### config.mk
export PLATFORM = sky130hd
export DESIGN_NAME = nvm_control_register_logic
export DESIGN_NICKNAME = d
export VERILOG_FILES = /design/src/verilog/nvm_control_register_logic.v
export VERILOG_INCLUDE_DIRS = /design/src /design/src/verilog
export SDC_FILE = /design/constraint.sdc
export NUM_CORES = 1
export LEC_CHECK = 0
export BUFFER_PORTS_ARGS = -buffer_cell sky130_fd_sc_hd__buf_4
export CAP_MARGIN = 20
export CORE_MARGIN = 2
export CORE_UTILIZATION = 43
export CTS_BUF_LIST = sky130_fd_sc_hd__clkbuf_4
export CTS_CLUSTER_DIAMETER = 60
export CTS_CLUSTER_SIZE = 12
export DETAILED_ROUTE_END_ITERATION = 8
export GPL_ROUTABILITY_DRIVEN = 0
export PLACE_DENSITY_LB_ADDON = 0.15
export SYNTH_ARGS = -nofsm -noshare
export SYNTH_HDL_FRONTEND = slang
export SYNTH_SLANG_ARGS = --single-unit
### constraint.sdc
create_clock -name aclk -period 1.95 [get_ports aclk]
set_clock_uncertainty 0.1 [all_clocks]
set_input_delay 0.2925 -clock aclk [delete_from_list [all_inputs] [get_ports aclk]]
set_output_delay 0.2925 -clock aclk [all_outputs]
set_load 0.02 [all_outputs]
### src/verilog/nvm_map.vh
// register map, field positions and codes of the nvm control block
`ifndef NVM_MAP_VH
`define NVM_MAP_VH

// ----------------------------------------
// register byte offsets
// ----------------------------------------
`define NVM_CONTROL_OFS 8'h00
`define NVM_STATUS_OFS 8'h04

// ----------------------------------------
// nvm_control field positions
// ----------------------------------------
`define FLASH_SPACE_SELECT_BIT 7
`define CONFIG_SPACE_SELECT_BIT 6
`define LATCH_LOAD_ONLY_BIT 5
`define ERASE_SELECT_BIT 4
`define SEQUENCE_ERROR_FLAG_BIT 3
`define PROGRAM_ERASE_ENABLE_BIT 2
`define WRITE_TRIGGER_BIT 1
`define READ_TRIGGER_BIT 0
`define NVM_CONTROL_RESET 8'h00

// ----------------------------------------
// array operation codes
// ----------------------------------------
`define OP_NONE 3'h0
`define OP_READ 3'h1
`define OP_LATCH_ONLY 3'h2
`define OP_LATCH_WRITE 3'h3
`define OP_ERASE 3'h4
`define OP_EE_ERASE_WRITE 3'h5

// ----------------------------------------
// target space codes
// ----------------------------------------
`define SPACE_EEPROM 2'h0
`define SPACE_FLASH 2'h1
`define SPACE_CONFIG 2'h2

// ----------------------------------------
// bus response codes
// ----------------------------------------
`define RESP_OKAY 2'h0
`define RESP_SLVERR 2'h2

`endif
### src/verilog/nvm_control_register_logic.v
// nvm control register logic with axi4-lite register slave
//
// Register access over AXI4-Lite and the address map were chosen for this implementation.
`timescale 1ns/1ps
`include "nvm_map.vh"

// Functional notes
// - Bit 7 steers the next operation to program flash when 1 and to data eeprom when 0; bit 6 set overrides it and selects config.
// - For config or flash with latch-only set and erase-select clear, a write trigger only loads the latches.
// - For config or flash with latch-only and erase-select clear, a write trigger loads and writes the latches.
// - For data eeprom the latch-only bit is ignored and the trigger writes eeprom directly.
// - For config or flash, erase-select makes the trigger an erase and is cleared when it completes without abort.
// - For data eeprom the erase-select bit is ignored and each trigger erases then writes.
// - The error flag is set on an improper or aborted sequence and stays 0 on normal completion.
// - Program and erase start only when the enable bit is 1; a trigger while it is 0 is inhibited.
// - Setting the write trigger starts a program or erase on the selected space.
// - Hardware clears the write trigger on completion, so 0 means nothing is in progress.
// - Writing 0 to the write trigger does nothing; software can only set it.
// - Reset clears all control bits; the error flag records an operation cut by reset.
module nvm_control_register_logic (
    // clock and reset
    input wire aclk,
    input wire aresetn,
    // axi4-lite write address
    input wire awvalid,
    output reg awready,
    input wire [7:0] awaddr,
    input wire [2:0] awprot,
    // axi4-lite write data
    input wire wvalid,
    output reg wready,
    input wire [31:0] wdata,
    input wire [3:0] wstrb,
    // axi4-lite write response
    output reg bvalid,
    input wire bready,
    output reg [1:0] bresp,
    // axi4-lite read address
    input wire arvalid,
    output reg arready,
    input wire [7:0] araddr,
    input wire [2:0] arprot,
    // axi4-lite read data
    output reg rvalid,
    input wire rready,
    output reg [31:0] rdata,
    output reg [1:0] rresp,
    // nonvolatile array side
    output reg nvm_start,
    output reg [2:0] nvm_op,
    output reg [1:0] nvm_space,
    input wire nvm_done,
    input wire nvm_abort
);

    // ----------------------------------------
    // states
    // ----------------------------------------
    localparam [2:0] ST_IDLE = 3'h1;
    localparam [2:0] ST_READ = 3'h2;
    localparam [2:0] ST_RUN = 3'h4;

    // ----------------------------------------
    // address decode
    // ----------------------------------------
    function is_control;
        input [7:0] addr;
        begin
            is_control = (addr == `NVM_CONTROL_OFS);
        end
    endfunction

    function is_status;
        input [7:0] addr;
        begin
            is_status = (addr == `NVM_STATUS_OFS);
        end
    endfunction

    // ----------------------------------------
    // registers
    // ----------------------------------------
    reg [2:0] state_q;
    reg [2:0] state_d;
    reg flash_sel_q;
    reg cfg_sel_q;
    reg latch_only_q;
    reg erase_sel_q;
    reg err_q;
    reg enable_q;
    reg wr_trig_q;
    reg rd_trig_q;
    reg rst_seen_q;
    reg aw_have_q;
    reg w_have_q;
    reg [7:0] waddr_q;
    reg [31:0] wdat_q;
    reg [3:0] wstb_q;
    reg [2:0] op_q;
    reg [2:0] op_d;
    reg [1:0] space_d;
    reg [7:0] ctrl_rd;

    wire aw_hs;
    wire w_hs;
    wire ar_hs;
    wire aw_have_d;
    wire w_have_d;
    wire [7:0] waddr_d;
    wire [31:0] wdat_d;
    wire [3:0] wstb_d;
    wire do_wr;
    wire bvalid_d;
    wire rvalid_d;
    wire sw_ctrl;
    wire wr_attempt;
    wire rd_attempt;
    wire start_wr;
    wire start_rd;
    wire bad_wr;
    wire op_end;

    // ----------------------------------------
    // write channel capture
    // ----------------------------------------
    assign aw_hs = awvalid & awready;
    assign w_hs = wvalid & wready;
    assign ar_hs = arvalid & arready;
    assign aw_have_d = aw_have_q | aw_hs;
    assign w_have_d = w_have_q | w_hs;
    assign waddr_d = aw_hs ? awaddr : waddr_q;
    assign wdat_d = w_hs ? wdata : wdat_q;
    assign wstb_d = w_hs ? wstrb : wstb_q;
    assign do_wr = aw_have_d & w_have_d & ~bvalid;
    assign bvalid_d = do_wr | (bvalid & ~bready);
    assign rvalid_d = ar_hs | (rvalid & ~rready);

    // ----------------------------------------
    // trigger decode
    // ----------------------------------------
    assign sw_ctrl = do_wr & is_control(waddr_d) & wstb_d[0];
    assign wr_attempt = sw_ctrl & wdat_d[`WRITE_TRIGGER_BIT];
    assign rd_attempt = sw_ctrl & wdat_d[`READ_TRIGGER_BIT];
    assign start_wr = wr_attempt & enable_q & (state_q == ST_IDLE);
    assign bad_wr = wr_attempt & ~enable_q & (state_q == ST_IDLE);
    assign start_rd = rd_attempt & ~wr_attempt & (state_q == ST_IDLE);
    assign op_end = (state_q == ST_RUN) & (nvm_done | nvm_abort);

    // ----------------------------------------
    // operation and space select
    // ----------------------------------------
    always @* begin
        op_d = `OP_NONE;
        if (cfg_sel_q) begin
            space_d = `SPACE_CONFIG;
        end else if (flash_sel_q) begin
            space_d = `SPACE_FLASH;
        end else begin
            space_d = `SPACE_EEPROM;
        end
        if (start_rd) begin
            op_d = `OP_READ;
        end else if (space_d == `SPACE_EEPROM) begin
            op_d = `OP_EE_ERASE_WRITE;
        end else if (erase_sel_q) begin
            op_d = `OP_ERASE;
        end else if (latch_only_q) begin
            op_d = `OP_LATCH_ONLY;
        end else begin
            op_d = `OP_LATCH_WRITE;
        end
    end

    // ----------------------------------------
    // state machine
    // ----------------------------------------
    always @* begin
        state_d = state_q;
        case (state_q)
            ST_IDLE: begin
                if (start_wr) begin
                    state_d = ST_RUN;
                end else if (start_rd) begin
                    state_d = ST_READ;
                end
            end
            ST_READ: begin
                state_d = ST_IDLE;
            end
            ST_RUN: begin
                if (op_end) begin
                    state_d = ST_IDLE;
                end
            end
            default: begin
                state_d = ST_IDLE;
            end
        endcase
    end

    // ----------------------------------------
    // control register
    // ----------------------------------------
    always @(posedge aclk) begin
        if (!aresetn) begin
            // control bits cleared, error keeps a cut write
            state_q <= ST_IDLE;
            flash_sel_q <= 1'b0;
            cfg_sel_q <= 1'b0;
            latch_only_q <= 1'b0;
            erase_sel_q <= 1'b0;
            enable_q <= 1'b0;
            wr_trig_q <= 1'b0;
            rd_trig_q <= 1'b0;
            rst_seen_q <= 1'b1;
            if (wr_trig_q) begin
                err_q <= 1'b1;
            end else if (rst_seen_q) begin
                err_q <= err_q;
            end else begin
                err_q <= 1'b0;
            end
            op_q <= `OP_NONE;
        end else begin
            state_q <= state_d;
            rst_seen_q <= 1'b0;
            if (sw_ctrl) begin
                flash_sel_q <= wdat_d[`FLASH_SPACE_SELECT_BIT];
                cfg_sel_q <= wdat_d[`CONFIG_SPACE_SELECT_BIT];
                latch_only_q <= wdat_d[`LATCH_LOAD_ONLY_BIT];
                enable_q <= wdat_d[`PROGRAM_ERASE_ENABLE_BIT];
            end
            // erase bit cleared when an erase ends with nvm_done, kept on abort
            if (op_end & nvm_done & (op_q == `OP_ERASE)) begin
                erase_sel_q <= 1'b0;
            end else if (sw_ctrl) begin
                erase_sel_q <= wdat_d[`ERASE_SELECT_BIT];
            end
            // hardware set wins over software clear
            if (bad_wr | (op_end & nvm_abort)) begin
                err_q <= 1'b1;
            end else if (sw_ctrl) begin
                err_q <= wdat_d[`SEQUENCE_ERROR_FLAG_BIT];
            end
            if (start_wr) begin
                wr_trig_q <= 1'b1;
            end else if (op_end) begin
                wr_trig_q <= 1'b0;
            end
            rd_trig_q <= start_rd;
            if (start_wr | start_rd) begin
                op_q <= op_d;
            end
        end
    end

    // ----------------------------------------
    // array outputs
    // ----------------------------------------
    always @(posedge aclk) begin
        if (!aresetn) begin
            nvm_start <= 1'b0;
            nvm_op <= `OP_NONE;
            nvm_space <= `SPACE_EEPROM;
        end else begin
            nvm_start <= start_wr | start_rd;
            if (start_wr | start_rd) begin
                nvm_op <= op_d;
                nvm_space <= space_d;
            end
        end
    end

    // ----------------------------------------
    // register read view
    // ----------------------------------------
    always @* begin
        ctrl_rd = {flash_sel_q, cfg_sel_q, latch_only_q, erase_sel_q,
                   err_q, enable_q, wr_trig_q, rd_trig_q};
    end

    // ----------------------------------------
    // axi4-lite slave
    // ----------------------------------------
    always @(posedge aclk) begin
        if (!aresetn) begin
            aw_have_q <= 1'b0;
            w_have_q <= 1'b0;
            waddr_q <= 8'h00;
            wdat_q <= 32'h00000000;
            wstb_q <= 4'h0;
            awready <= 1'b0;
            wready <= 1'b0;
            bvalid <= 1'b0;
            bresp <= `RESP_OKAY;
            arready <= 1'b0;
            rvalid <= 1'b0;
            rdata <= 32'h00000000;
            rresp <= `RESP_OKAY;
        end else begin
            aw_have_q <= aw_have_d & ~do_wr;
            w_have_q <= w_have_d & ~do_wr;
            waddr_q <= waddr_d;
            wdat_q <= wdat_d;
            wstb_q <= wstb_d;
            awready <= ~(aw_have_d & ~do_wr) & ~bvalid_d;
            wready <= ~(w_have_d & ~do_wr) & ~bvalid_d;
            bvalid <= bvalid_d;
            if (do_wr) begin
                if (is_control(waddr_d) | is_status(waddr_d)) begin
                    bresp <= `RESP_OKAY;
                end else begin
                    bresp <= `RESP_SLVERR;
                end
            end
            arready <= ~rvalid_d;
            rvalid <= rvalid_d;
            if (ar_hs) begin
                if (is_control(araddr)) begin
                    rdata <= {24'h000000, ctrl_rd};
                    rresp <= `RESP_OKAY;
                end else if (is_status(araddr)) begin
                    rdata <= {24'h000000, state_q, op_q, space_d};
                    rresp <= `RESP_OKAY;
                end else begin
                    rdata <= 32'h00000000;
                    rresp <= `RESP_SLVERR;
                end
            end
        end
    end

endmodule // nvm_control_register_logic

* Yosys cells after proc, flatten, opt, wreduce, memory -nomap -nowiden *
Index checks and enable logic that the tools add are counted.

cells by class
  equal/unequal tests = 9
  multiplexer cells = 26
  bitwise operators = 44
  reduce and logical (&&, ||, !) cells = 7

operators with widths
  operator            number
  $mux 8              4
  $and 1x1->1         25
  $mux 3              6
  $eq 8x3->1 const B  2
  $logic_not 8->1     2
  $mux 1              11
  $not 1->1           11
  $mux 2              4
  $or 1x1->1          8
  $eq 3x3->1 const B  2
  $ne 3x3->1 const B  2
  $pmux 3 s2          1
  $reduce_and 2->1    2
  $eq 3x1->1 const B  1
  $ne 3x1->1 const B  1
  $logic_not 2->1     1
  $ne 2x2->1 const B  1
  $reduce_bool 2->1   1
  $reduce_or 2->1     1

word-level totals
  register bits = 78
  input bits = 67
  logic and storage cells = 112

* Depth between registers and ports, before layout *
  depth in word-level cells = 13
  mapped depth = 6
  gate-level depth less buffers = 5

* Worst setup path before layout *
Ideal clock, no wire load.

  kind = reg2reg
  start = register awready
  end = register err_q (enable)
  setup time = 0.304 ns
  arrival time = 1.704 ns
  path slack = -0.158 ns
  stages on the path, launching flop included = 7
  buffers on the path = 1
  clock period less this slack = 2.108 ns
  cells stage by stage = dfxtp_1 > nand2_4 > mux2_4 > a2111oi_4 > buf_6 > nor2_1 > a21oi_1

on the way
  longest elaborated chain between the ends = 12

ends and longest elaborated chain
  item                                   line                              source
  start: declaration                     nvm_control_register_logic.v:26   output reg awready,
  start signal: assignment               nvm_control_register_logic.v:306  awready <= ~(aw_have_d & ~do_wr) & ~bvalid_d;
  $and 1x1->1 (*)                        nvm_control_register_logic.v:126  assign aw_hs = awvalid & awready;
  $or 1x1->1                             nvm_control_register_logic.v:129  assign aw_have_d = aw_have_q | aw_hs;
  $and 1x1->1 (2 in a row)               nvm_control_register_logic.v:134  assign do_wr = aw_have_d & w_have_d & ~bvalid;
  $and 1x1->1 (*) (2 in a row)           nvm_control_register_logic.v:141  assign sw_ctrl = do_wr & is_control(waddr_d) & wstb_d[0];
  $and 1x1->1                            nvm_control_register_logic.v:142  assign wr_attempt = sw_ctrl & wdat_d[`WRITE_TRIGGER_BIT];
  $and 1x1->1 (2 in a row)               nvm_control_register_logic.v:145  assign bad_wr = wr_attempt & ~enable_q & (state_q == ST_IDLE);
  $or 1x1->1                             nvm_control_register_logic.v:240  if (bad_wr | (op_end & nvm_abort)) begin
  $ne 3x1->1 (no source line) (*)        --
  $reduce_and 2->1 (no source line) (*)  --
  end signal: assignment                 nvm_control_register_logic.v:219  err_q <= err_q;
  end signal: assignment                 nvm_control_register_logic.v:243  err_q <= wdat_d[`SEQUENCE_ERROR_FLAG_BIT];
  end: declaration                       nvm_control_register_logic.v:89   reg err_q;

Every way passes the cells marked *; elsewhere a longest branch is shown, timed or not.
A chain may end at the register's enable or synchronous reset.

* Worst setup path after layout *
  start = register waddr_q[6]
  end = register err_q (data pin)

on the way
  longest elaborated chain between the ends = 10

ends and longest elaborated chain
  item                              line                              source
  start: declaration                nvm_control_register_logic.v:96   reg [7:0] waddr_q;
  start signal: assignment          nvm_control_register_logic.v:303  waddr_q <= waddr_d;
  $mux 8                            nvm_control_register_logic.v:131  assign waddr_d = aw_hs ? awaddr : waddr_q;
  $logic_not 8->1 (no source line)  --
  $and 1x1->1 (2 in a row)          nvm_control_register_logic.v:141
  $and 1x1->1                       nvm_control_register_logic.v:142
  $and 1x1->1 (2 in a row)          nvm_control_register_logic.v:145
  $or 1x1->1                        nvm_control_register_logic.v:240
  $mux 1                            nvm_control_register_logic.v:240
  $mux 1                            nvm_control_register_logic.v:205  if (!aresetn) begin

No other way between the ends.

==> flow_summary.yaml <==
worst_setup_path:
  reg2regPathDepth: 6
  crit_path_end_kind: "flop"
  critical_path.startpoint_type: "flop"
  r2r_slack_ps: -110
  r2r-end: "err_q"
  worstPathArrival_ps: 2170
  criticalPathCategory: "flop to flop"
  r2r_start: "waddr_q[6]"
  cp.required_ps: 2060
  cp_max_fo: 7
floorplanning:
  core_area_um2: 5170
  die_area_um2: 6000
  io_pins: 114
  initial_core_util: 0.448
  die-height_um: 77.5
  rows: 26
  fp.dieW_um: 77.5
finish:
  final_common_cell: "buf_4"
  regArea_um2: 1050
  final_cell_mix: "72 x buf_4, 48 x dfxtp_1, 36 x nand2_1"
  synthToLayoutAreaGrowth_pct: 24.1
  fill_cells: 506
  nNetsFinal: 393
  stdcell_count: 397
  diodes: 0
  multi_input_area_um2: 1140
  layout-drive-gt1-share: 0.327
status:
  status: "finished, violations left"
  violations: "negative setup slack"
clocking:
  htreeDepth: 2
  worstSkewPairLatency_ps: 360
  clock-root-buffer: "clkbuf_4"
  clock_path_buffers: 2
  hold_buffers: 0
  cts_sinks: 52
  cts.clk_slew.worst_paths_ps: 150
  cts-buffers-inserted: 5
  cts_tree: "built"
yosys:
  synth_flop_cell: "dfxtp_1"
  yosysSeqAreaShare: 0.453
  synth_edf_count: 1
  avgSynthCellArea_um2: 8.99
  synth-seq-cells: 52
  ys_types: 39
  synthCells: 258
  syn-cell-area_um2: 2320
  async_flop_share: 0
  ys_warn_count: 0
place:
  place_inst: 387
  dp_hpwl_um: 3460
  dp_slack_ps: -119
  port_buffers: 54
pwr:
  ir_drop_mv: 0.383
  p_leak_nw: 1.25
  pwr_density_cell_nw_per_um2: 658
drt:
  vias: 1870
  drt_drc_violations_left: 0
  viasPerCell: 4.71
  drt_pass1_iterations: 4
  finalWirelength_um: 4670
  drtAntennaViolNets: 0
  dr.first_iter.drc_count: 80
  wire_per_inst_um: 11.8
global_routing:
  overflow: 0
  antenna_found_initial: 0
  grt_pass1_wl_um: 7590
  grt_max_degree: 22
  grt_pass1_vias: 1649
  grtUsageTotal: 0.156
timing:
  setup_violations: 5
  rsz0062_at_grt: "true"
  fin_crit_sh: 1.05
  setup_ws_ps: -107
  hold_viol_final: 0
  fmax_ghz: 0.486
  drv_slew: 0
  period_minus_slack_ps: 2060
run:
  cap_viol_max_count: 0
hold_path:
  min_from: "awaddr[2]"
  hold_depth: 3
  min_path_type: "input pin to flop"
  worstHoldEndpoint: "waddr_q[2]"
-- critical path, stage by stage, from the launching register on --
cell       delay [ps]
dfxtp_2           350
nor4_2            310
nand3_1           190
a2111oi_4         430
buf_4             220
nand4b_1          120
a41oi_2           200
-- how the worst max path moves through the flow --
stage                     startpoint   endpoint  slack, ps  cells past startpoint
final                     waddr_q[6]      err_q       -110                      6
after global routing      waddr_q[6]      err_q       -210                      6
after CTS                 waddr_q[6]      err_q          8                      6
after detailed placement   awaddr[6]  nvm_op[0]       -120                      7
after global placement     awaddr[6]  nvm_op[0]       -140                      7
after floorplan           waddr_q[6]      err_q         10                      6
-- layout make-up --
cell class              instances  share of cell area
clock inverters                 3             0.00478
well taps                      70              0.0304
inverters                       2             0.00261
repair buffers                 72               0.188
flip-flops and latches         52               0.367
clock buffers                   5              0.0130
multi-input cells             193               0.395
-- power breakdown --
part / switching [mW] / total, mW / leakage (nW) / internal (mW)
logic: 0.175 / 0.310 / 0.790 / 0.135
clock network: 0.320 / 0.454 / 0.0324 / 0.133
registers: 0.0245 / 1.13 / 0.425 / 1.10
-- stage by stage --
| stage | TNS [ps] | instance area (um^2) | power (mW) | utilization | hold slack, ps |
|---|---|---|---|---|---|
| floorplan | 0 | 2420 | 1.37 | - | 316 |
| global placement | -556 | 2780 | 1.45 | 0.538 | 335 |
| detailed placement | -462 | 2780 | 1.46 | 0.538 | 343 |
| CTS | 0 | 2840 | 1.91 | 0.548 | 53.9 |
| global route | -1890 | 2880 | 1.99 | 0.556 | 54.1 |
| finish | -355 | 2880 | 1.89 | 0.556 | 68.3 |
-- registers in the layout (all words and copies together), names as in the netlist, 2 cells and up --
signal,count
wdat_q,8
state_q,3
waddr_q,8
rdata,8
nvm_space,2
nvm_op,3
-- what timing repair did --
item                       4_1_cts  5_1_grt
pin swaps                        3        7
gates resized for setup          1        6
setup endpoints to repair        5        9
setup buffers                    0        2
-- cell families (layout without fill, tap and decap cells) --
kind of cell	after synthesis	count (layout)	share of synthesized area
buf+inv	38	82	0.110
flops	52	52	0.453
compound gates	45	45	0.129
other cells	1	26	0.00162
mux	19	19	0.0890
simple gates	103	103	0.217
-- cells in the mapped netlist, drive strengths merged (4+ instances only) --
| cell type | instances | share of area |
|---|---|---|
| and3 | 4 | 0.011 |
| and2 | 5 | 0.015 |
| mux2i | 9 | 0.039 |
| nor3 | 7 | 0.015 |
| o21ai | 4 | 0.0086 |
| mux2 | 10 | 0.050 |
| nand2 | 39 | 0.067 |
| buf | 28 | 0.094 |
| a211oi | 6 | 0.019 |
| clkbuf | 8 | 0.013 |
| o22ai | 5 | 0.013 |
| nor2 | 20 | 0.032 |
| dfxtp | 51 | 0.44 |
| a21oi | 23 | 0.050 |
| nand3 | 13 | 0.028 |
-- layer usage --
metal  vias to the layer above  GRT usage  share of wire
li1                        972          -              -
met1                       837      0.214           0.48
met2                        57      0.245           0.45
met3                         4     0.0395          0.053
met4                         0     0.0429          0.011
met5                         -          0              0
No activity file was read; power rests on OpenSTA's default activity.
